File: src/pkg/scce_map.vh
`ifndef SCCE_MAP_VH
`define SCCE_MAP_VH

// ----------------------------------------
// Widths
// ----------------------------------------
`define SCCE_IW          14
`define SCCE_PCW         13
`define SCCE_FW          7
`define SCCE_DW          8

// ----------------------------------------
// Opcode patterns and masks
// ----------------------------------------
`define SCCE_CALL_MASK   14'h3800
`define SCCE_CALL_PAT    14'h2000
`define SCCE_CLEAR_FILE_REG_MASK   14'h3f80
`define SCCE_CLEAR_FILE_REG_PAT    14'h0180
`define SCCE_COMPLEMENT_FILE_REG_MASK   14'h3f00
`define SCCE_COMPLEMENT_FILE_REG_PAT    14'h0900
`define SCCE_CLEAR_ACCUMULATOR_CODE   14'h0103
`define SCCE_KICK_CODE   14'h0064

// ----------------------------------------
// Field positions
// ----------------------------------------
`define SCCE_K_HI        10
`define SCCE_K_LO        0
`define SCCE_F_HI        6
`define SCCE_F_LO        0
`define SCCE_D_BIT       7
`define SCCE_LATCH_HI    4
`define SCCE_LATCH_LO    3

// ----------------------------------------
// Values
// ----------------------------------------
`define SCCE_ZERO8       8'h00
`define SCCE_ZERO7       7'h00
`define SCCE_ZERO13      13'h0000
`define SCCE_ZERO14      14'h0000
`define SCCE_ONE13       13'h0001

// ----------------------------------------
// Instruction classes
// ----------------------------------------
`define SCCE_CLS_W       3
`define SCCE_CLS_NONE    3'h0
`define SCCE_CLS_CALL    3'h1
`define SCCE_CLS_CLEAR_FILE_REG    3'h2
`define SCCE_CLS_CLEAR_ACCUMULATOR    3'h3
`define SCCE_CLS_COMPLEMENT_FILE_REG    3'h4
`define SCCE_CLS_KICK    3'h5

`endif

File: src/rtl/scce_exec.v
`timescale 1ns/1ps
`include "scce_map.vh"

// Execute stage for call, clear, complement and watchdog kick
module scce_exec (
	input  wire                    core_clk_in,
	input  wire                    reset_in,
	input  wire                    instr_valid_in,
	input  wire [`SCCE_IW-1:0]     instr_in,
	input  wire [`SCCE_PCW-1:0]    pc_in,
	input  wire [`SCCE_DW-1:0]     upper_pc_latch_in,
	input  wire [`SCCE_DW-1:0]     file_data_in,
	output reg                     busy_out,
	output reg                     pc_load_out,
	output reg  [`SCCE_PCW-1:0]    pc_target_out,
	output reg                     stack_push_out,
	output reg  [`SCCE_PCW-1:0]    stack_top_out,
	output reg                     file_we_out,
	output reg  [`SCCE_FW-1:0]     file_addr_out,
	output reg  [`SCCE_DW-1:0]     file_wdata_out,
	output reg                     acc_we_out,
	output reg  [`SCCE_DW-1:0]     acc_wdata_out,
	output reg                     zero_flag_we_out,
	output reg                     zero_flag_out,
	output reg                     watchdog_counter_clr_out,
	output reg                     watchdog_prescaler_clr_out,
	output reg                     status_flags_set_out,
	output reg                     watchdog_expiry_flag_out,
	output reg                     power_down_flag_out
);

	// ----------------------------------------
	// States
	// ----------------------------------------
	localparam ST_RUN   = 1'b0;
	localparam ST_FLUSH = 1'b1;

	wire [`SCCE_CLS_W-1:0] cls;
	wire [`SCCE_FW-1:0]    faddr;
	wire                   dest_file;
	wire [`SCCE_DW-1:0]    comp;
	reg                    state;
	reg                    next_state;
	reg                    take;
	wire [`SCCE_CLS_W-1:0] act_cls;
	wire [`SCCE_PCW-1:0]   call_target;
	wire [`SCCE_PCW-1:0]   return_addr;
	wire                   comp_zero;

	// ----------------------------------------
	// Next values of the output flops
	// ----------------------------------------
	reg                    next_pc_load;
	reg  [`SCCE_PCW-1:0]   next_pc_target;
	reg                    next_stack_push;
	reg  [`SCCE_PCW-1:0]   next_stack_top;
	reg                    next_file_we;
	reg  [`SCCE_FW-1:0]    next_file_addr;
	reg  [`SCCE_DW-1:0]    next_file_wdata;
	reg                    next_acc_we;
	reg  [`SCCE_DW-1:0]    next_acc_wdata;
	reg                    next_zero_flag_we;
	reg                    next_zero_flag;
	reg                    next_wdt_clr;
	reg                    next_prescaler_clr;
	reg                    next_flags_set;
	reg                    next_expiry_flag;
	reg                    next_power_down_flag;

	scce_decode u_decode (
		.instr_in  (instr_in),
		.class_out (cls)
	);

	// ----------------------------------------
	// Operand fields
	// ----------------------------------------
	// The outside reads the file combinationally from the address in the
	// word, so the complement is ready within the same cycle
	assign faddr       = instr_in[`SCCE_F_HI:`SCCE_F_LO];
	assign dest_file   = instr_in[`SCCE_D_BIT];
	assign comp        = ~file_data_in;
	assign comp_zero   = (comp == `SCCE_ZERO8);
	// Target page comes from the latch, not from the current counter
	assign call_target = {upper_pc_latch_in[`SCCE_LATCH_HI:`SCCE_LATCH_LO],
		instr_in[`SCCE_K_HI:`SCCE_K_LO]};
	// Wraps at the top of the space, as the counter itself does
	assign return_addr = pc_in + `SCCE_ONE13;
	// Only a word that is actually taken may act
	assign act_cls     = take ? cls : `SCCE_CLS_NONE;

	// ----------------------------------------
	// Sequencer
	// ----------------------------------------
	// A call spends a second cycle flushing the prefetched word,
	// so any word offered then is dropped and busy tells the fetcher
	always @* begin
		take       = 1'b0;
		next_state = state;
		case (state)
			ST_RUN: begin
				take = instr_valid_in;
				if (instr_valid_in && cls == `SCCE_CLS_CALL) begin
					next_state = ST_FLUSH;
				end
			end
			ST_FLUSH: begin
				next_state = ST_RUN;
			end
			default: begin
				next_state = ST_RUN;
			end
		endcase
	end

	always @(posedge core_clk_in) begin
		if (reset_in) begin
			state <= ST_RUN;
			busy_out <= 1'b0;
		end else begin
			state <= next_state;
			busy_out <= (next_state == ST_FLUSH);
		end
	end

	// ----------------------------------------
	// Program counter and return stack
	// ----------------------------------------
	// Only a call moves the counter; every other word leaves target and
	// return address as they were, so the outside may read them late
	always @* begin
		next_pc_load    = 1'b0;
		next_pc_target  = pc_target_out;
		next_stack_push = 1'b0;
		next_stack_top  = stack_top_out;
		case (act_cls)
			`SCCE_CLS_CALL: begin
				next_stack_push = 1'b1;
				next_stack_top  = return_addr;
				next_pc_load    = 1'b1;
				next_pc_target  = call_target;
			end
			default: begin
				next_pc_load    = 1'b0;
			end
		endcase
	end

	// Strobes last one cycle; target and return address hold
	always @(posedge core_clk_in) begin
		if (reset_in) begin
			pc_load_out    <= 1'b0;
			pc_target_out  <= `SCCE_ZERO13;
			stack_push_out <= 1'b0;
			stack_top_out  <= `SCCE_ZERO13;
		end else begin
			pc_load_out    <= next_pc_load;
			pc_target_out  <= next_pc_target;
			stack_push_out <= next_stack_push;
			stack_top_out  <= next_stack_top;
		end
	end

	// ----------------------------------------
	// File register write port
	// ----------------------------------------
	// The address follows every file clear and complement, even when the
	// result goes to the accumulator; only the write strobe commits
	always @* begin
		next_file_we    = 1'b0;
		next_file_addr  = file_addr_out;
		next_file_wdata = file_wdata_out;
		case (act_cls)
			`SCCE_CLS_CLEAR_FILE_REG: begin
				next_file_we    = 1'b1;
				next_file_addr  = faddr;
				next_file_wdata = `SCCE_ZERO8;
			end
			`SCCE_CLS_COMPLEMENT_FILE_REG: begin
				next_file_addr  = faddr;
				if (dest_file) begin
					next_file_we    = 1'b1;
					next_file_wdata = comp;
				end
			end
			default: begin
				next_file_we    = 1'b0;
			end
		endcase
	end

	// Registered so the port never sees a decode glitch
	always @(posedge core_clk_in) begin
		if (reset_in) begin
			file_we_out    <= 1'b0;
			file_addr_out  <= `SCCE_ZERO7;
			file_wdata_out <= `SCCE_ZERO8;
		end else begin
			file_we_out    <= next_file_we;
			file_addr_out  <= next_file_addr;
			file_wdata_out <= next_file_wdata;
		end
	end

	// ----------------------------------------
	// Accumulator write port
	// ----------------------------------------
	// A complement with destination bit clear lands here and leaves the
	// source register as it was
	always @* begin
		next_acc_we    = 1'b0;
		next_acc_wdata = acc_wdata_out;
		case (act_cls)
			`SCCE_CLS_CLEAR_ACCUMULATOR: begin
				next_acc_we    = 1'b1;
				next_acc_wdata = `SCCE_ZERO8;
			end
			`SCCE_CLS_COMPLEMENT_FILE_REG: begin
				if (!dest_file) begin
					next_acc_we    = 1'b1;
					next_acc_wdata = comp;
				end
			end
			default: begin
				next_acc_we    = 1'b0;
			end
		endcase
	end

	// Value holds after the strobe drops
	always @(posedge core_clk_in) begin
		if (reset_in) begin
			acc_we_out    <= 1'b0;
			acc_wdata_out <= `SCCE_ZERO8;
		end else begin
			acc_we_out    <= next_acc_we;
			acc_wdata_out <= next_acc_wdata;
		end
	end

	// ----------------------------------------
	// Zero flag
	// ----------------------------------------
	// A call must leave every flag alone, so only the three data
	// instructions raise the write strobe
	always @* begin
		next_zero_flag_we = 1'b0;
		next_zero_flag    = zero_flag_out;
		case (act_cls)
			`SCCE_CLS_CLEAR_FILE_REG: begin
				next_zero_flag_we = 1'b1;
				next_zero_flag    = 1'b1;
			end
			`SCCE_CLS_CLEAR_ACCUMULATOR: begin
				next_zero_flag_we = 1'b1;
				next_zero_flag    = 1'b1;
			end
			`SCCE_CLS_COMPLEMENT_FILE_REG: begin
				next_zero_flag_we = 1'b1;
				next_zero_flag    = comp_zero;
			end
			`SCCE_CLS_CALL: begin
				next_zero_flag_we = 1'b0;
			end
			default: begin
				next_zero_flag_we = 1'b0;
			end
		endcase
	end

	// Flag value holds so the status register can take it late
	always @(posedge core_clk_in) begin
		if (reset_in) begin
			zero_flag_we_out <= 1'b0;
			zero_flag_out    <= 1'b0;
		end else begin
			zero_flag_we_out <= next_zero_flag_we;
			zero_flag_out    <= next_zero_flag;
		end
	end

	// ----------------------------------------
	// Watchdog and status bits
	// ----------------------------------------
	// The held status bits only ever go to one here; clearing them is
	// left to reset and to instructions outside this block
	always @* begin
		next_wdt_clr         = 1'b0;
		next_prescaler_clr   = 1'b0;
		next_flags_set       = 1'b0;
		next_expiry_flag     = watchdog_expiry_flag_out;
		next_power_down_flag = power_down_flag_out;
		case (act_cls)
			`SCCE_CLS_KICK: begin
				next_wdt_clr         = 1'b1;
				next_prescaler_clr   = 1'b1;
				next_flags_set       = 1'b1;
				next_expiry_flag     = 1'b1;
				next_power_down_flag = 1'b1;
			end
			default: begin
				next_wdt_clr         = 1'b0;
			end
		endcase
	end

	// Clear pulses last one cycle; the two status bits are held
	always @(posedge core_clk_in) begin
		if (reset_in) begin
			watchdog_counter_clr_out   <= 1'b0;
			watchdog_prescaler_clr_out <= 1'b0;
			status_flags_set_out       <= 1'b0;
			watchdog_expiry_flag_out   <= 1'b0;
			power_down_flag_out        <= 1'b0;
		end else begin
			watchdog_counter_clr_out   <= next_wdt_clr;
			watchdog_prescaler_clr_out <= next_prescaler_clr;
			status_flags_set_out       <= next_flags_set;
			watchdog_expiry_flag_out   <= next_expiry_flag;
			power_down_flag_out        <= next_power_down_flag;
		end
	end

endmodule

File: src/rtl/scce_decode.v
`timescale 1ns/1ps
`include "scce_map.vh"

// Pure decoder: classifies one instruction word
module scce_decode (
	input  wire [`SCCE_IW-1:0]     instr_in,
	output reg  [`SCCE_CLS_W-1:0]  class_out
);

	// ----------------------------------------
	// Pattern match
	// ----------------------------------------
	function match;
		input [`SCCE_IW-1:0] word;
		input [`SCCE_IW-1:0] mask;
		input [`SCCE_IW-1:0] pat;
		begin
			match = ((word & mask) == pat);
		end
	endfunction

	// Fixed codes first; masks never overlap so order is only for clarity
	always @* begin
		class_out = `SCCE_CLS_NONE;
		if (instr_in == `SCCE_CLEAR_ACCUMULATOR_CODE) begin
			class_out = `SCCE_CLS_CLEAR_ACCUMULATOR;
		end else if (instr_in == `SCCE_KICK_CODE) begin
			class_out = `SCCE_CLS_KICK;
		end else if (match(instr_in, `SCCE_CALL_MASK, `SCCE_CALL_PAT)) begin
			class_out = `SCCE_CLS_CALL;
		end else if (match(instr_in, `SCCE_CLEAR_FILE_REG_MASK, `SCCE_CLEAR_FILE_REG_PAT)) begin
			class_out = `SCCE_CLS_CLEAR_FILE_REG;
		end else if (match(instr_in, `SCCE_COMPLEMENT_FILE_REG_MASK, `SCCE_COMPLEMENT_FILE_REG_PAT)) begin
			class_out = `SCCE_CLS_COMPLEMENT_FILE_REG;
		end
	end

endmodule

File: config.mk
export PLATFORM = sky130hd
export DESIGN_NAME = scce_exec
export DESIGN_NICKNAME = d
export VERILOG_FILES = /design/src/rtl/scce_exec.v /design/src/rtl/scce_decode.v
export VERILOG_INCLUDE_DIRS = /design/src /design/src/pkg
export SDC_FILE = /design/constraint.sdc
export NUM_CORES = 1
export LEC_CHECK = 0
export ABC_AREA = 1
export BUFFER_PORTS_ARGS = -buffer_cell sky130_fd_sc_hd__buf_2
export CORE_ASPECT_RATIO = 0.75
export CORE_MARGIN = 3
export CORE_UTILIZATION = 40
export DETAILED_ROUTE_END_ITERATION = 16
export PLACE_DENSITY_LB_ADDON = 0.15
export SYNTH_ARGS = -nofsm -noshare
export SYNTH_HDL_FRONTEND = slang
export SYNTH_SLANG_ARGS = --single-unit
File: constraint.sdc
create_clock -name core_clk_in -period 2.2 [get_ports core_clk_in]
set_input_delay 0.22 -clock core_clk_in [delete_from_list [all_inputs] [get_ports core_clk_in]]
set_output_delay 0.22 -clock core_clk_in [all_outputs]
set_load 0.02 [all_outputs]
# ---- Word level (Yosys, flattened, before mapping)
# Index checks and enable logic that the tools add are counted.
dict set report op_classes {
  addsub 1
  eq_ne 13
  muxes 21
  bitwise_logic 2
  reduce_logical 10
}
# op count
set ops {}
lappend ops {{$pmux W8 S2} 2}
lappend ops {{$mux W3} 6}
lappend ops {{$mux W8} 2}
lappend ops {{$eq A14 B7 Y1 const B} 1}
lappend ops {{$eq A14 B9 Y1 const B} 1}
lappend ops {{$add A13 B1 Y13 const B} 1}
lappend ops {{$eq A3 B3 Y1 const B} 3}
lappend ops {{$logic_not A8 Y1} 1}
lappend ops {{$not A8 Y8} 1}
lappend ops {{$pmux W1 S2} 4}
lappend ops {{$eq A7 B2 Y1 const B} 1}
lappend ops {{$mux W1} 7}
lappend ops {{$eq A3 B1 Y1 const B} 2}
lappend ops {{$eq A3 B2 Y1 const B} 2}
lappend ops {{$eq A6 B4 Y1 const B} 1}
lappend ops {{$reduce_bool A2 Y1} 3}
lappend ops {{$ne A2 B2 Y1 const B} 2}
lappend ops {{$reduce_and A2 Y1} 2}
lappend ops {{$reduce_or A2 Y1} 2}
lappend ops {{$reduce_or A3 Y1} 1}
lappend ops {{$logic_and A1 B1 Y1} 1}
lappend ops {{$not A1 Y1} 1}
dict set report totals {
  regBits 57
  inputBits 46
  out_inout_bits 61
  word_cells 60
}

# ---- Logic depth before layout (Yosys ltp)
# Gate-level depths: netlist of the first run.
dict set report logic_depth {
  ltp_word 10
  mapped_depth 14
  mapped_depth_nobuf 13
}

# ---- Cells and area by module
# A second synthesis of the first run with hierarchy kept.
dict set report unflattened {
  hier_cells 385
  area_unflattened_um2 2723.9
}
# module n_inst cells_each area_per_inst_um2 seq_area_each_um2
set modules_own_cells {}
lappend modules_own_cells {scce_exec 1 346 2570.0 1141.1}
lappend modules_own_cells {scce_decode 1 39 153.9 0.0}

# ---- Least setup slack after synthesis of the first run
# No wires, ideal clock.
dict set report synth_path {
  path_type {register to register}
  from {reg state}
  to {reg stack_top_out[10]}
  setup_ns 0.132
  t_arrival_ns 1.380
  required_ns 2.068
  setup_slack_ns 0.688
  path_stages_with_launch 8
  path_buffers 1
  period_less_slack_ns 1.512
  cell_sequence {dfxtp_1 > inv_1 > nand2_1 > nor3_4 > nand2_4 > buf_2 > nand2_1 > a21oi_1}
}
dict set report synth_via {
  elab_chain_cells 3
}
# element line
set synth_rtl {}
lappend synth_rtl {{start, declared} scce_exec.v:42} ;# reg state;
lappend synth_rtl {{start signal, assigned} scce_exec.v:121} ;# state <= next_state;
lappend synth_rtl {{$mux W1} scce_exec.v:100} ;# case (state)
lappend synth_rtl {{$mux W3 (no line)} -}
lappend synth_rtl {{$eq A3 B1 Y1} scce_exec.v:136} ;# case (act_cls)
lappend synth_rtl {{end signal, assigned} scce_exec.v:155} ;# stack_top_out <= `SCCE_ZERO13;
lappend synth_rtl {{end signal, assigned} scce_exec.v:160} ;# stack_top_out <= next_stack_top;
lappend synth_rtl {{end, declared} scce_exec.v:17} ;# output reg [`SCCE_PCW-1:0] stack_top_out,
# No other way between the ends.
# A chain may end at the register's enable or synchronous reset.

# ---- Final worst setup path of the first run
dict set report layout_path {
  from {in instr_in[7]}
  to {reg file_wdata_out[2]}
}
dict set report layout_via {
  elab_chain_cells 9
  word_cells_on_any_way 14
  cone_classes {6 x eq/ne; 6 x mux; 2 x reduce/logical}
}
# element line
set layout_rtl {}
lappend layout_rtl {{start, declared} scce_exec.v:9} ;# input wire [`SCCE_IW-1:0] instr_in,
lappend layout_rtl {{$eq A7 B2 Y1} scce_decode.v:18} ;# match = ((word & mask) == pat);
lappend layout_rtl {{$mux W3} scce_decode.v:31} ;# end else if (match(instr_in, `SCCE_CLEAR_FILE_REG_MASK, `SCCE_CLEAR_FILE_REG_PAT)) begin
lappend layout_rtl {{$mux W3} scce_decode.v:29} ;# end else if (match(instr_in, `SCCE_CALL_MASK, `SCCE_CALL_PAT)) begin
lappend layout_rtl {{$mux W3} scce_decode.v:27} ;# end else if (instr_in == `SCCE_KICK_CODE) begin
lappend layout_rtl {{$mux W3} scce_decode.v:25} ;# if (instr_in == `SCCE_CLEAR_ACCUMULATOR_CODE) begin
lappend layout_rtl {{$mux W3 (no line)} -}
lappend layout_rtl {{$eq A3 B3 Y1 or $eq A3 B2 Y1 (tied branches)} scce_exec.v:173} ;# case (act_cls)
lappend layout_rtl {{$ne A2 B2 Y1 (no line) or $reduce_bool A2 Y1 (tied branches)} -}
lappend layout_rtl {{$reduce_and A2 Y1 (no line)} -}
lappend layout_rtl {{end signal, assigned} scce_exec.v:197} ;# file_wdata_out <= `SCCE_ZERO8;
lappend layout_rtl {{end signal, assigned} scce_exec.v:201} ;# file_wdata_out <= next_file_wdata;
lappend layout_rtl {{end, declared} scce_exec.v:20} ;# output reg [`SCCE_DW-1:0] file_wdata_out,
# Parallel ways exist; a longest one is shown, timed or not.

==> results.md, run 1 <==
- The deepest clock path buffer count is 2.
- Port buffering added 100 buffers.
- In the final design database the tool counted 507 nets.
- The number of max-capacitance violations reported is 0.
- The first-iteration detailed-routing DRC count is 72.
- The worst voltage drop across the vdd grid is 0.000403 V.
- The type of destination of the critical path is a flop.
- The I/O pin count is 107.
- Entering global routing, the biggest net connects 38 pins.
- The total area inside the core boundary comes to 6100 um2.
- The placement row count is 24.
- The clock buffer count from CTS is 9.
- The number of pins exceeding their max-slew limit in the final report is 0.
- The total routing resource utilization after global routing is 17.6%.
- For this design, the slowest cell found on the critical path is sky130_fd_sc_hd__a21oi_2.
- The number of nets produced by synthesis is 408.
- The via count of the first global-routing pass was 2,319.
- STA puts the critical path data required time at 2.40 ns.
- Setup violations remaining at the end of the flow were counted as 0.
- The clock network latency to the later pin of the worst-skew pair is 0.33 ns.
- The initial utilization of the core area, before any placement, comes to 43.2%.
- The number of antenna diodes in the final layout is 0.
- Detailed routing inserted a total of 2,591 vias.
- Of all nets on the critical path, the largest fanout is 13.
- The fraction of registers with async set or reset after synthesis is 0%.
- The worst setup path is launched from a primary input.
- The synthesized instance count is 361.
- Summed over all failing endpoints, the final setup total negative slack is 0 ns.
- For the worst setup path, the data arrival time is 1.71 ns.
- At the pin with the least slew margin, the transition time is 0.506 ns.
- The first TritonRoute pass finished after 4 iterations.
- Of the synthesized area, sequential elements account for 43.4%.
- Walking the worst path, the cells encountered are buf_2 > inv_1 > nor3_1 > nand3_1 > a21oi_2 > nand2_1 > nand2_2 > nand2_2 > nand2_1 > a21oi_1.
- Measured along the x axis, the die boundary spans 99.7 um.
- Once layout is done, the placed cells without fillers occupy 3330 um2.
- The clock root buffer is sky130_fd_sc_hd__clkbuf_8.
- The number of different library cells in the post-synthesis netlist is 28.
- In the finished design, the share of the clock period the worst path needs comes to 68.7%.
- The die boundary height is 76.2 um.
- In the detailed route, the total length drawn on met2 is 2860 um.
- The fraction of final layout cells sized beyond drive strength 1 is 30.3%.
- The clock drives 57 sinks.
- On the worst path, the slowest cell contributes a delay of 0.26 ns.
- Between clock sinks in the finished design, the worst skew comes to 0.00301 ns.
- The power density normalized to cell area is 666 nW/um2.
- The via density per instance is 4.77.
- The topmost layer with routed signal wires is met4.
- The level count of the clock H-tree is 3.
- The reported leakage power is 1.60 nW.
- Counting buffers and inverters, the worst setup path is 10 cells deep.
- The worst pin sits at a relative slew slack of 66.0%.
- The total routed wirelength is 6630 um.
- The HPWL reported at the end of detailed placement is 4990 um.
- The overall die area is 7600 um2.
- After detailed routing, the number of remaining DRC violations is 0.
- The residual antenna-violating net count after detailed routing is 0.
- The sum of buffers and inverters on the critical path is 2.
- TritonCTS built the clock tree.
- After clock tree synthesis, the clock-pin slew on the worst setup and hold paths is 0.06 ns.
- The total standard cell area after synthesis is 2630 um2.
- In the synthesized netlist the dominant register cell turns out to be sky130_fd_sc_hd__dfxtp_1.
- The met3 routed wirelength is 515 um.
- Summing internal, switching and leakage power gives 2.22 mW.
- Yosys printed 0 warnings.
- The final count of hold timing violations is 0.
- The average size of a mapped cell is 7.29 um2.
- Grouping stages by cell kind, the critical path spends the most delay in simple AND/OR/NAND/NOR gates.
- The number of enable flip-flop cells after synthesis is 0.
- Synthesis inferred 57 register bits.
- The cell area after placement is 3140 um2.
- The number of antenna violations at the first check in global routing came to 0.
- In this run the register-to-register setup slack is 0.70 ns.
- The average routed wire per standard cell is 12.2 um.
- Once routing completed, OpenROAD measured the worst setup slack at 0.688 ns.
- Setup repair after global routing left no endpoint under its margin.
- In this run, post-CTS hold repair placed 0 buffers.
- Timing would allow up to 661 MHz.
- The first global-routing pass estimated 10,800 um of wire.
- The area overhead of the layout relative to synthesis is 26.4%.
- The flow ran to the end, and the final reports show no timing, DRC or antenna violations.
- The total overflow left after global routing is 0.
- The post-CTS setup-driven buffer insertion count is 0.
- The worst path needs 1.51 ns of the cycle, external delays included.
- The kind of critical path is primary input to flop.
- The worst hold-check path type is primary input to flop.
- The detailed router put a total of 3180 um of wire on met1.
- The global placer's final weighted congestion is 0.846.
- The quantity of gates resized following cts is 0.
- The number of cells traversed by the worst hold path is 3.
- The worst setup slack after placement is 0.335 ns.
- The worst register-to-register path has a depth of 8.
[state kept, by name (all words and copies together) (netlist names)]
register,cells
file_addr_out,7
zero_flag_out,1
file_we_out,1
file_wdata_out,8
power_down_flag_out,1
stack_top_out,13
zero_flag_we_out,1
acc_wdata_out,8
status_flags_set_out,1
state,1
pc_target_out,13
stack_push_out,1
acc_we_out,1
[worst reg2reg max path: cells and delay by family, from the launching register on]
| family | cells | cell delay, ns |
|---|---|---|
| AO/OA/AOI/OAI | 2 | 0.31 |
| buffers and inverters | 1 | 0.05 |
| AND/OR/NAND/NOR | 5 | 0.71 |
| flip-flops | 1 | 0.31 |
[cell families (layout without fill, tap and decap cells)]
| kind of cell | Yosys count | after routing | synth area share [%] |
|---|---|---|---|
| buffers and inverters | 50 | 154 | 9.89 |
| AND/OR/NAND/NOR | 196 | 196 | 33.3 |
| flip-flops | 57 | 57 | 43.4 |
| AO/OA/AOI/OAI | 46 | 46 | 9.32 |
| XOR/XNOR | 11 | 11 | 3.66 |
| adder cells (fa/ha/maj) | 1 | 1 | 0.475 |
[per-layer routing]
layer  GRT usage (%)  vias to the layer above
met5               0                        -
met4            5.59                        0
met3            6.40                        9
met2            26.3                       85
met1            23.5                     1143
li1                -                     1354
[cell type report]
type	instances	area (um2)
Sequential cell	57	1140
Clock buffer	13	149
Tap cell	78	97.6
Inverter	31	116
Fill cell	641	2770
Clock inverter	3	40.0
Multi-Input combinational cell	254	1230
Timing Repair Buffer	107	553
[stage by stage]
| step | instances | util [%] | hold slack [ns] |
|---|---|---|---|
| after CTS | 543 | 54.6 | 0.158 |
| after floorplan | 361 | - | 0.367 |
| after global routing | 543 | 54.6 | 0.158 |
| after global placement | 527 | 51.5 | 0.445 |
| after detailed placement | 527 | 51.5 | 0.452 |
| final | 543 | 54.6 | 0.161 |
[final timing paths]
check / start / end
setup / recovery: instr_in[7] / file_wdata_out[2]
hold / removal: upper_pc_latch_in[4] / pc_target_out[12]
setup reg to reg: state / file_wdata_out[2]
hold reg to reg: pc_target_out[3] / pc_target_out[3]
[layout by cell type, fill, tap and decap left out, drive strengths merged]
master	Yosys	final
a21oi	36	36
buf	13	107
bufinv	0	1
clkbuf	6	13
clkinv	1	3
dfxtp	57	57
ha	1	1
inv	30	30
nand2	85	85
nand3	42	42
nand4	6	6
nor2	56	56
nor3	5	5
nor3b	2	2
o21ai	10	10
xnor2	3	3
xor2	8	8
[power breakdown]
part	internal, mW	leakage (nW)	switching (mW)
Combinational	0.0785	1.04	0.139
Clock	0.551	0.0974	0.393
Sequential	1.05	0.460	0.00668
Total	1.68	1.60	0.539
[cell usage after synthesis (2+ instances only)]
master	n	area, um2
sky130_fd_sc_hd__a21oi_1	34	170
sky130_fd_sc_hd__buf_4	5	37.5
sky130_fd_sc_hd__buf_6	7	78.8
sky130_fd_sc_hd__clkbuf_1	6	22.5
sky130_fd_sc_hd__dfxtp_1	57	1140
sky130_fd_sc_hd__inv_1	26	97.6
sky130_fd_sc_hd__inv_2	4	15.0
sky130_fd_sc_hd__nand2_1	77	289
sky130_fd_sc_hd__nand2_2	7	43.8
sky130_fd_sc_hd__nand3_1	41	205
sky130_fd_sc_hd__nand4_1	6	37.5
sky130_fd_sc_hd__nor2_1	51	191
sky130_fd_sc_hd__nor2_2	4	25.0
sky130_fd_sc_hd__nor3_1	4	20.0
sky130_fd_sc_hd__nor3b_1	2	15.0
sky130_fd_sc_hd__o21ai_0	4	20.0
sky130_fd_sc_hd__o21ai_1	6	30.0
sky130_fd_sc_hd__xnor2_1	3	26.3
sky130_fd_sc_hd__xor2_1	8	70.1
No activity file was read; power rests on OpenSTA's default activity.
==> run 2, diff against run 1 <==
--- a/config.mk
+++ b/config.mk
@@ -6,7 +6,7 @@
 export SDC_FILE = /design/constraint.sdc
 export NUM_CORES = 1
 export LEC_CHECK = 0
-export ABC_AREA = 1
+export ABC_AREA = 0
 export BUFFER_PORTS_ARGS = -buffer_cell sky130_fd_sc_hd__buf_2
 export CORE_ASPECT_RATIO = 0.75
 export CORE_MARGIN = 3
==> constraint.sdc (replaced) <==
create_clock -name core_clk_in -period 1.3 [get_ports core_clk_in]
set_input_delay 0.13 -clock core_clk_in [delete_from_list [all_inputs] [get_ports core_clk_in]]
set_output_delay 0.13 -clock core_clk_in [all_outputs]
set_load 0.02 [all_outputs]
==> results.md, run 2 <==
- The number of max-capacitance violations reported is 0.
- Total power for the finished layout comes to 4.01 mW.
- The post-layout worst setup margin is -0.686 ns.
- The library cells used most frequently in the layout, excluding fill and tap cells, are sky130_fd_sc_hd__buf_2 (98), sky130_fd_sc_hd__dfxtp_1 (57), sky130_fd_sc_hd__buf_4 (41).
- The die is 95.9 um wide.
- The clock network latency to the later pin of the worst-skew pair is 0.33 ns.
- The number of nets handed over by synthesis was 318.
- The total routing resource utilization after global routing is 23.2%.
- The overall overflow remaining after global route is 0.
- The count of clock tree sinks is 57.
- Once detail routing completed, the nets flagged for antenna violations numbered 0.
- The placement row count is 23.
- The commonest cells after synthesis are sky130_fd_sc_hd__dfxtp_1 (57), sky130_fd_sc_hd__a21oi_1 (37), sky130_fd_sc_hd__nand3_1 (27).
- The area share of the leading cell type in the synthesized netlist is 47.1%.
- The total routed wirelength is 8110 um.
- The count of vias placed by the detailed router is 2,655.
- The share of the clock period used by the worst path is 153%.
- Of the cells placed in the final design, the portion with a size suffix greater than 1 is 51.3%.
- For this design the top-level I/O count stands at 107.
- The synthesized design spends more area on one cell type than any other, namely sky130_fd_sc_hd__dfxtp_1.
- Cell internal power was estimated by the tool at 3.02 mW.
- The largest family of logic cells by synthesized area is compound AO/OA/AOI/OAI gates.
- Dividing the detail-routed via count by the number of cells gives 5.31.
- Counting I/O delays and the setup requirement, the final critical path takes 1.99 ns.
- Dividing total power by cell area gives a power density of 996 nW/um2.
- Counting flops with an async set or reset pin after synthesis yields a share of 0%.
- The synthesized instance count is 271.
- Data arrives at the worst endpoint at 2.20 ns.
- The critical path contains buffers and inverters numbering 2 combined.
- The reported leakage power is 1.71 nW.
- The most common cell after layout, fill and taps aside is sky130_fd_sc_hd__buf_2.
- Adding up every negative setup slack in the final design gives -32.55 ns.
- The slowest library cell on the worst path is sky130_fd_sc_hd__or4_4.
- The final count of hold timing violations was 0.
- The deepest clock path buffer count is 2.
- At the end of routability-driven placement, the weighted congestion stood at 0.825.
- The leading register cell type out of synthesis is sky130_fd_sc_hd__dfxtp_1.
- The net switching power of the design is 988 uW.
- During synthesis, Yosys emitted a total of 0 warnings.
- The share of total power in combinational logic is 14.4%.
- The signal on the critical path passes through buf_8 > or4_4 > o41a_1 > or2_4 > a2111oi_4 > buf_6 > mux2i_1 > nor2_1.
- The setup path with the least slack is of type primary input to flop.
- The simple logic cell fraction of the synthesized area is 20.3%.
- Synthesis inferred 57 register bits.
- By area the synthesized netlist is led by sky130_fd_sc_hd__dfxtp_1 (47%), sky130_fd_sc_hd__a21oi_1 (7.6%), sky130_fd_sc_hd__nand3_1 (5.6%), sky130_fd_sc_hd__a211oi_1 (3.7%), sky130_fd_sc_hd__or4_1 (3.4%).
- For this run, the register share of the synthesized area comes to 47.1%.
- STA classifies the critical path endpoint as a flop.
- The area growth from synthesis to layout is 66.2%.
- The clock network accounts for 41.0% of the total power.
- The HPWL reported at the end of detailed placement is 5240 um.
- The fraction of the mapped netlist area in compound gates is 20.5%.
- The clock tree from TritonCTS is built.
- 0 antenna diodes ended up in the layout.
- The worst pin sits at a relative slew slack of 64.1%.
- The number of enable flip-flop cells after synthesis is 0.
- Net switching is 24.6% of the power.
- By instance count, the leading cell after synthesis is sky130_fd_sc_hd__dfxtp_1.
- The post-layout instance count excluding filler cells is 500.
- The largest registers in the layout are pc_target_out x13, stack_top_out x13.
- The share of cell area taken by muxes after synthesis is 2.89%.
- The detailed router finished its first iteration with 145 violations.
- On the final layout, the worst clock skew is 0.00361 ns.
- At the end of the flow, the number of nets in the layout was 468.
- The overall die area is 7040 um2.
- Entering global routing, the biggest net connects 36 pins.
- The pre-antenna-repair detailed-routing pass consisted of 4 iterations.
- Yosys mapped the design onto 36 distinct sky130hd cell types.
- Setup violations remaining at the end of the flow were counted as 57.
- The final reports fail on setup timing.
- In this run, CTS created clock tree buffers numbering 9.
- VDD sags by at most 0.000642 V.
- The total standard cell area after synthesis is 2420 um2.
- On the worst path, the slowest cell contributes a delay of 0.54 ns.
- Summing the areas of all xor and xnor instances in the mapped netlist gives 3.98% of the synthesized area.
- The number of antenna violations at the first check in global routing is 0.
- The run finished, with violations left.
- The first global-routing pass estimated 12,400 um of wire.
- The tree is rooted in a sky130_fd_sc_hd__clkbuf_8.
- Once placement completed, the tool counted placed cells totaling 469.
- The type of origin of the critical path is a primary input.
- Data on the critical path is required at its endpoint by 1.51 ns.
- For this run, design rule violations remaining after detail routing come to 0.
- Per report_power, the sequential group accounts for 44.6% of the total.
- A synthesized cell averages 8.94 um2.
- The number of pins exceeding their max-slew limit in the final report came to 0.
- The kind of cell adding the most delay to the critical path is simple AND/OR/NAND/NOR gates.
- The clock-pin slew of the registers on the worst-case setup and hold paths is 0.06 ns.
- The top fanout value on the critical path is 7.
- The placeable core region is 5580 um2.
- Dividing the detail-routed wire length by the instance count gives 16.2 um.
- Setup repair after global routing could not meet its margin everywhere.
- The highest attainable clock frequency is 503 MHz.
- The die boundary height is 73.4 um.
- The starting density of the core is 43.4%.
- The H-tree generated during clock tree synthesis spans 3 levels.
- Summing the areas of all fa, ha and maj instances in the mapped netlist gives 0.516% of the synthesized area.
- Input and output buffers added on the ports amount to 100.
- The worst hold-check path type is primary input to flop.
- The via count of the first global-routing pass is 2,514.
- At the pin with the least slew margin, the transition time is 0.537 ns.
## run 2: changes by cell type after synthesis, moves of 7 or more
cell / before / now
sky130_fd_sc_hd__o21ai_0: 4 / 14
sky130_fd_sc_hd__nand2_1: 77 / 5
sky130_fd_sc_hd__o2bb2ai_1: 0 / 8
sky130_fd_sc_hd__mux2i_1: 0 / 7
sky130_fd_sc_hd__buf_6: 7 / 0
sky130_fd_sc_hd__or4_1: 0 / 11
sky130_fd_sc_hd__clkbuf_1: 6 / 18
sky130_fd_sc_hd__nor2_1: 51 / 15
sky130_fd_sc_hd__a211oi_1: 0 / 12
sky130_fd_sc_hd__nand3_1: 41 / 27
sky130_fd_sc_hd__inv_1: 26 / 1
sky130_fd_sc_hd__nand2_2: 7 / 0
## run 2: area by class of cell
| class | count | area (um2) |
|---|---|---|
| Timing Repair Buffer | 164 | 1170 |
| Inverter | 1 | 3.75 |
| Clock inverter | 3 | 40.0 |
| Clock buffer | 12 | 155 |
| Sequential cell | 57 | 1140 |
| Fill cell | 448 | 1550 |
| Tap cell | 75 | 93.8 |
| Multi-Input combinational cell | 188 | 1420 |
## run 2: what timing repair did
action | CTS | global route
setup endpoints to repair | 57 | 57
gates cloned | 5 | 1
buffers inserted | 2 | 1
pin swaps | 14 | 4
gates resized for setup | 48 | 15
hold buffers | 7 | 0
hold endpoints to repair | 7 | 0
## run 2: worst paths after layout
path              slack [ns]  cells past startpoint           endpoint              from
setup / recovery       -0.69                      8   file_addr_out[6]       instr_in[3]
hold / removal          0.01                      2  file_wdata_out[6]   file_data_in[6]
setup reg to reg       -0.49                      6   acc_wdata_out[4]             state
hold reg to reg         0.46                      2   acc_wdata_out[5]  acc_wdata_out[5]
## run 2: per-stage QoR
stage / hold slack, ns / instance area [um2] / setup slack, ns / util [%]
after global placement: 0.338 / 3330 / -1.05 / 59.6
after CTS: 0.00391 / 3910 / -0.644 / 70.0
after global routing: 0.0106 / 4030 / -0.750 / 72.2
after detailed placement: 0.344 / 3330 / -1.08 / 59.6
final: 0.0131 / 4030 / -0.686 / 72.2
after floorplan: 0.218 / 2480 / -1.06 / -
## run 2: power by group through the flow
| stage | Clock (mW) | Combinational [mW] | Sequential, mW |
|---|---|---|---|
| 4_1_cts | 1.68 | 0.542 | 1.79 |
| 2_1_floorplan | 0 | 0.168 | 1.86 |
| 3_3_place_gp | 0 | 0.434 | 1.82 |
| 5_1_grt | 1.75 | 0.619 | 1.79 |
| 3_5_place_dp | 0 | 0.436 | 1.82 |
| 6_report | 1.64 | 0.578 | 1.79 |
## run 2: cells by family after synthesis
group | Yosys count
AND/OR/NAND/NOR | 91
AO/OA/AOI/OAI | 78
flip-flops | 57
buffers and inverters | 26
XOR/XNOR | 11
multiplexers | 7
adder cells (fa/ha/maj) | 1
## run 2: per-layer routing
metal  GRT usage [%]  routed length (um)  up-vias
met5               0                   0        -
met4            8.04                 110        0
met3            6.24                 597       12
met2            34.7                3630      102
met1            32.3                3760     1240
li1                -                   -     1301
==> run 3, diff against run 2 <==
--- a/config.mk
+++ b/config.mk
@@ -9,8 +9,8 @@
 export ABC_AREA = 0
 export BUFFER_PORTS_ARGS = -buffer_cell sky130_fd_sc_hd__buf_2
 export CORE_ASPECT_RATIO = 0.75
-export CORE_MARGIN = 3
 export CORE_UTILIZATION = 40
+export CTS_CLUSTER_DIAMETER = 60
 export DETAILED_ROUTE_END_ITERATION = 16
 export PLACE_DENSITY_LB_ADDON = 0.15
 export SYNTH_ARGS = -nofsm -noshare
==> results.md, run 3 (same netlist as run 2, synthesis figures left out) <==
- The worst-case IR drop observed on VDD is 0.000572 V.
- The post-layout worst setup margin is -0.671 ns.
- The post-route netlist has 49.3% of its cells at a drive strength greater than 1.
- The deepest clock path buffer count is 2.
- The launch point of the worst reg-to-reg path is state.
- The power density normalized to cell area is 1050 nW/um2.
- In this run, CTS created clock tree buffers numbering 9.
- The placement row count is 24.
- In the final layout, the multi-input gates occupy 1390 um2.
- The quantity of I/O buffers inserted on ports is 100.
- The die is 69.4 um tall.
- The share of the clock period used by the worst path is 152%.
- The region available for standard cell placement spans 5830 um2.
- The number of DRC violations after detailed routing is 0.
- The checks that failed: setup timing.
- The global placer's final weighted congestion is 0.826.
- The area overhead of the layout relative to synthesis is 59.2%.
- Setup repair after global routing could not meet its margin everywhere.
- The overall die area is 6380 um2.
- The number of pins exceeding their max-slew limit in the final report is 0.
- The count of nets after finishing is 458.
- The count of vias placed by the detailed router is 2,630.
- The most critical setup path has its startpoint at instr_in[3].
- The number of max-capacitance violations reported is 0.
- For this run, the total global-route usage over all layers was measured as 24.5%.
- The first global-routing pass estimated 12,300 um of wire.
- The residual antenna-violating net count after detailed routing is 0.
- The total routed wirelength is 7520 um.
- The clock root buffer is sky130_fd_sc_hd__clkbuf_8.
- The average routed wire per standard cell is 15.2 um.
- For this run, the detailed router's first-pass iteration total came to 4.
- After clock tree synthesis, the clock-pin slew on the worst setup and hold paths is 0.06 ns.
- The pin count of the biggest net entering global routing is 31.
- The clock network latency to the later pin of the worst-skew pair is 0.33 ns.
- Along the worst path, the maximum fanout reaches 8.
- The worst hold-check path type is primary input to flop.
- The cell count after placement is 466.
- The level count of the clock H-tree is 3.
- The routed design could run at a clock period as short as 1.97 ns.
- Setup violations remaining at the end of the flow were counted as 57.
- The wire-length estimate of the detail-placed layout is 4990 um.
- The final-layout worst hold slack is 0.0157 ns.
- The worst setup path is launched from a primary input.
- The data arrival at the endpoint of the critical path is 2.15 ns.
- The number of fillers in the final layout is 483.
- The number of antenna violations at the first check in global routing is 0.
- The worst setup path is captured at a flop.
- The top cell types in the final layout, fill and taps aside, are sky130_fd_sc_hd__buf_2 (98), sky130_fd_sc_hd__dfxtp_1 (57), sky130_fd_sc_hd__buf_4 (37).
- Measured against its own limit, the worst slew margin works out to 52.2%.
- The register cell area after layout is 1140 um2.
- The clock skew is 0.00367 ns.
- The I/O pin count is 107.
- The startpoint identified for the worst hold timing path is file_data_in[4].
- Static timing analysis puts the maximum clock frequency at 507 MHz.
- The total overflow left after global routing is 0.
- At the pin with the least slew margin, the transition time is 0.712 ns.
- TritonCTS built the clock tree.
- The floorplan step set the die width to 91.9 um.
- Summing internal, switching and leakage power gives 4.04 mW.
- Data on the critical path is required at its endpoint by 1.48 ns.
- The via count of the first global-routing pass is 2,522.
- In this run, the number of DRC markers left after iteration 0 of detailed routing was 116.
- After detailed routing, the number of vias per cell comes to 5.32.
- The worst setup path is of the primary input to flop kind.
- For this run, the share of the core covered by cells in the final layout is 66.2%.
- The clock drives 57 sinks.
- The repair_antennas step left the layout with diodes totalling 0.
- For this run, the number of standard cells in the final layout without fillers is 494.
- The reported leakage power is 1.63 nW.
- The most common cell after layout, fill and taps aside is sky130_fd_sc_hd__buf_2.
- The final count of hold timing violations is 0.
- In the final layout, the registers with the most flip-flops are pc_target_out x13, stack_top_out x13.
- The run finished, with violations left.
- For this configuration, the core starts out at a cell density of 41.6%.
==> run 3: changes by cell type in the layout (fill, tap and decap cells not counted), sizes merged <==
cell / delta
buf: -7
bufbuf: -2
clkbuf: +1
clkinv: -1
dlygate4sd3: -1
or3: +1
==> run 3: cell type report <==
type	count	share of cell area, %
multi-input cells	189	35.9
flip-flops and latches	57	29.6
repair buffers	153	26.5
clock buffers	14	4.48
well taps	78	2.53
clock inverters	2	0.908
inverters	1	0.0973
==> run 3: report_power, final <==
group          total [mW]  internal [mW]  switching (mW)
registers            1.79           1.77          0.0156
clock network        1.72           1.04           0.675
logic               0.532          0.242           0.291
total                4.04           3.06           0.981
==> run 3: per-stage QoR <==
stage | area [um2] | setup WS (ns) | setup TNS [ns]
2_1_floorplan | 2480 | -1.06 | -50.20
6_report | 3860 | -0.671 | -32.16
4_1_cts | 3790 | -0.627 | -30.53
5_1_grt | 3860 | -0.698 | -33.87
3_5_place_dp | 3280 | -1.07 | -52.65
3_3_place_gp | 3280 | -1.01 | -51.02
==> run 3: what timing repair did <==
action,CTS,global route
hold buffers,6,0
resized for setup,38,12
pin swaps,16,5
cloned,3,0
setup endpoints to repair,57,57
endpoints found under the hold margin,6,0
buffers inserted,3,1
==> run 3: final timing paths <==
path,endpoint,slack (ns),cells past startpoint
worst max register to register,acc_wdata_out[3],-0.49,6
worst min-delay path,file_wdata_out[4],0.02,2
worst max-delay path,stack_top_out[12],-0.67,10
worst min register to register,file_wdata_out[1],0.46,1
==> run 3: critical path: stages <==
cell	delay, ns
sky130_fd_sc_hd__buf_6	0.09
sky130_fd_sc_hd__or4_4	0.53
sky130_fd_sc_hd__o41a_1	0.35
sky130_fd_sc_hd__or2_4	0.26
sky130_fd_sc_hd__buf_4	0.14
sky130_fd_sc_hd__and3_4	0.21
sky130_fd_sc_hd__buf_12	0.13
sky130_fd_sc_hd__buf_16	0.13
sky130_fd_sc_hd__a21oi_2	0.11
sky130_fd_sc_hd__a211oi_1	0.06
==> run 3: per-layer routing <==
| layer | global-route usage (%) | share of wire [%] | vias up |
|---|---|---|---|
| li1 | - | - | 1288 |
| met5 | 0 | 0 | - |
| met2 | 37.1 | 45 | 94 |
| met4 | 7.29 | 0.94 | 0 |
| met3 | 6.69 | 6.1 | 8 |
| met1 | 34.2 | 48 | 1240 |
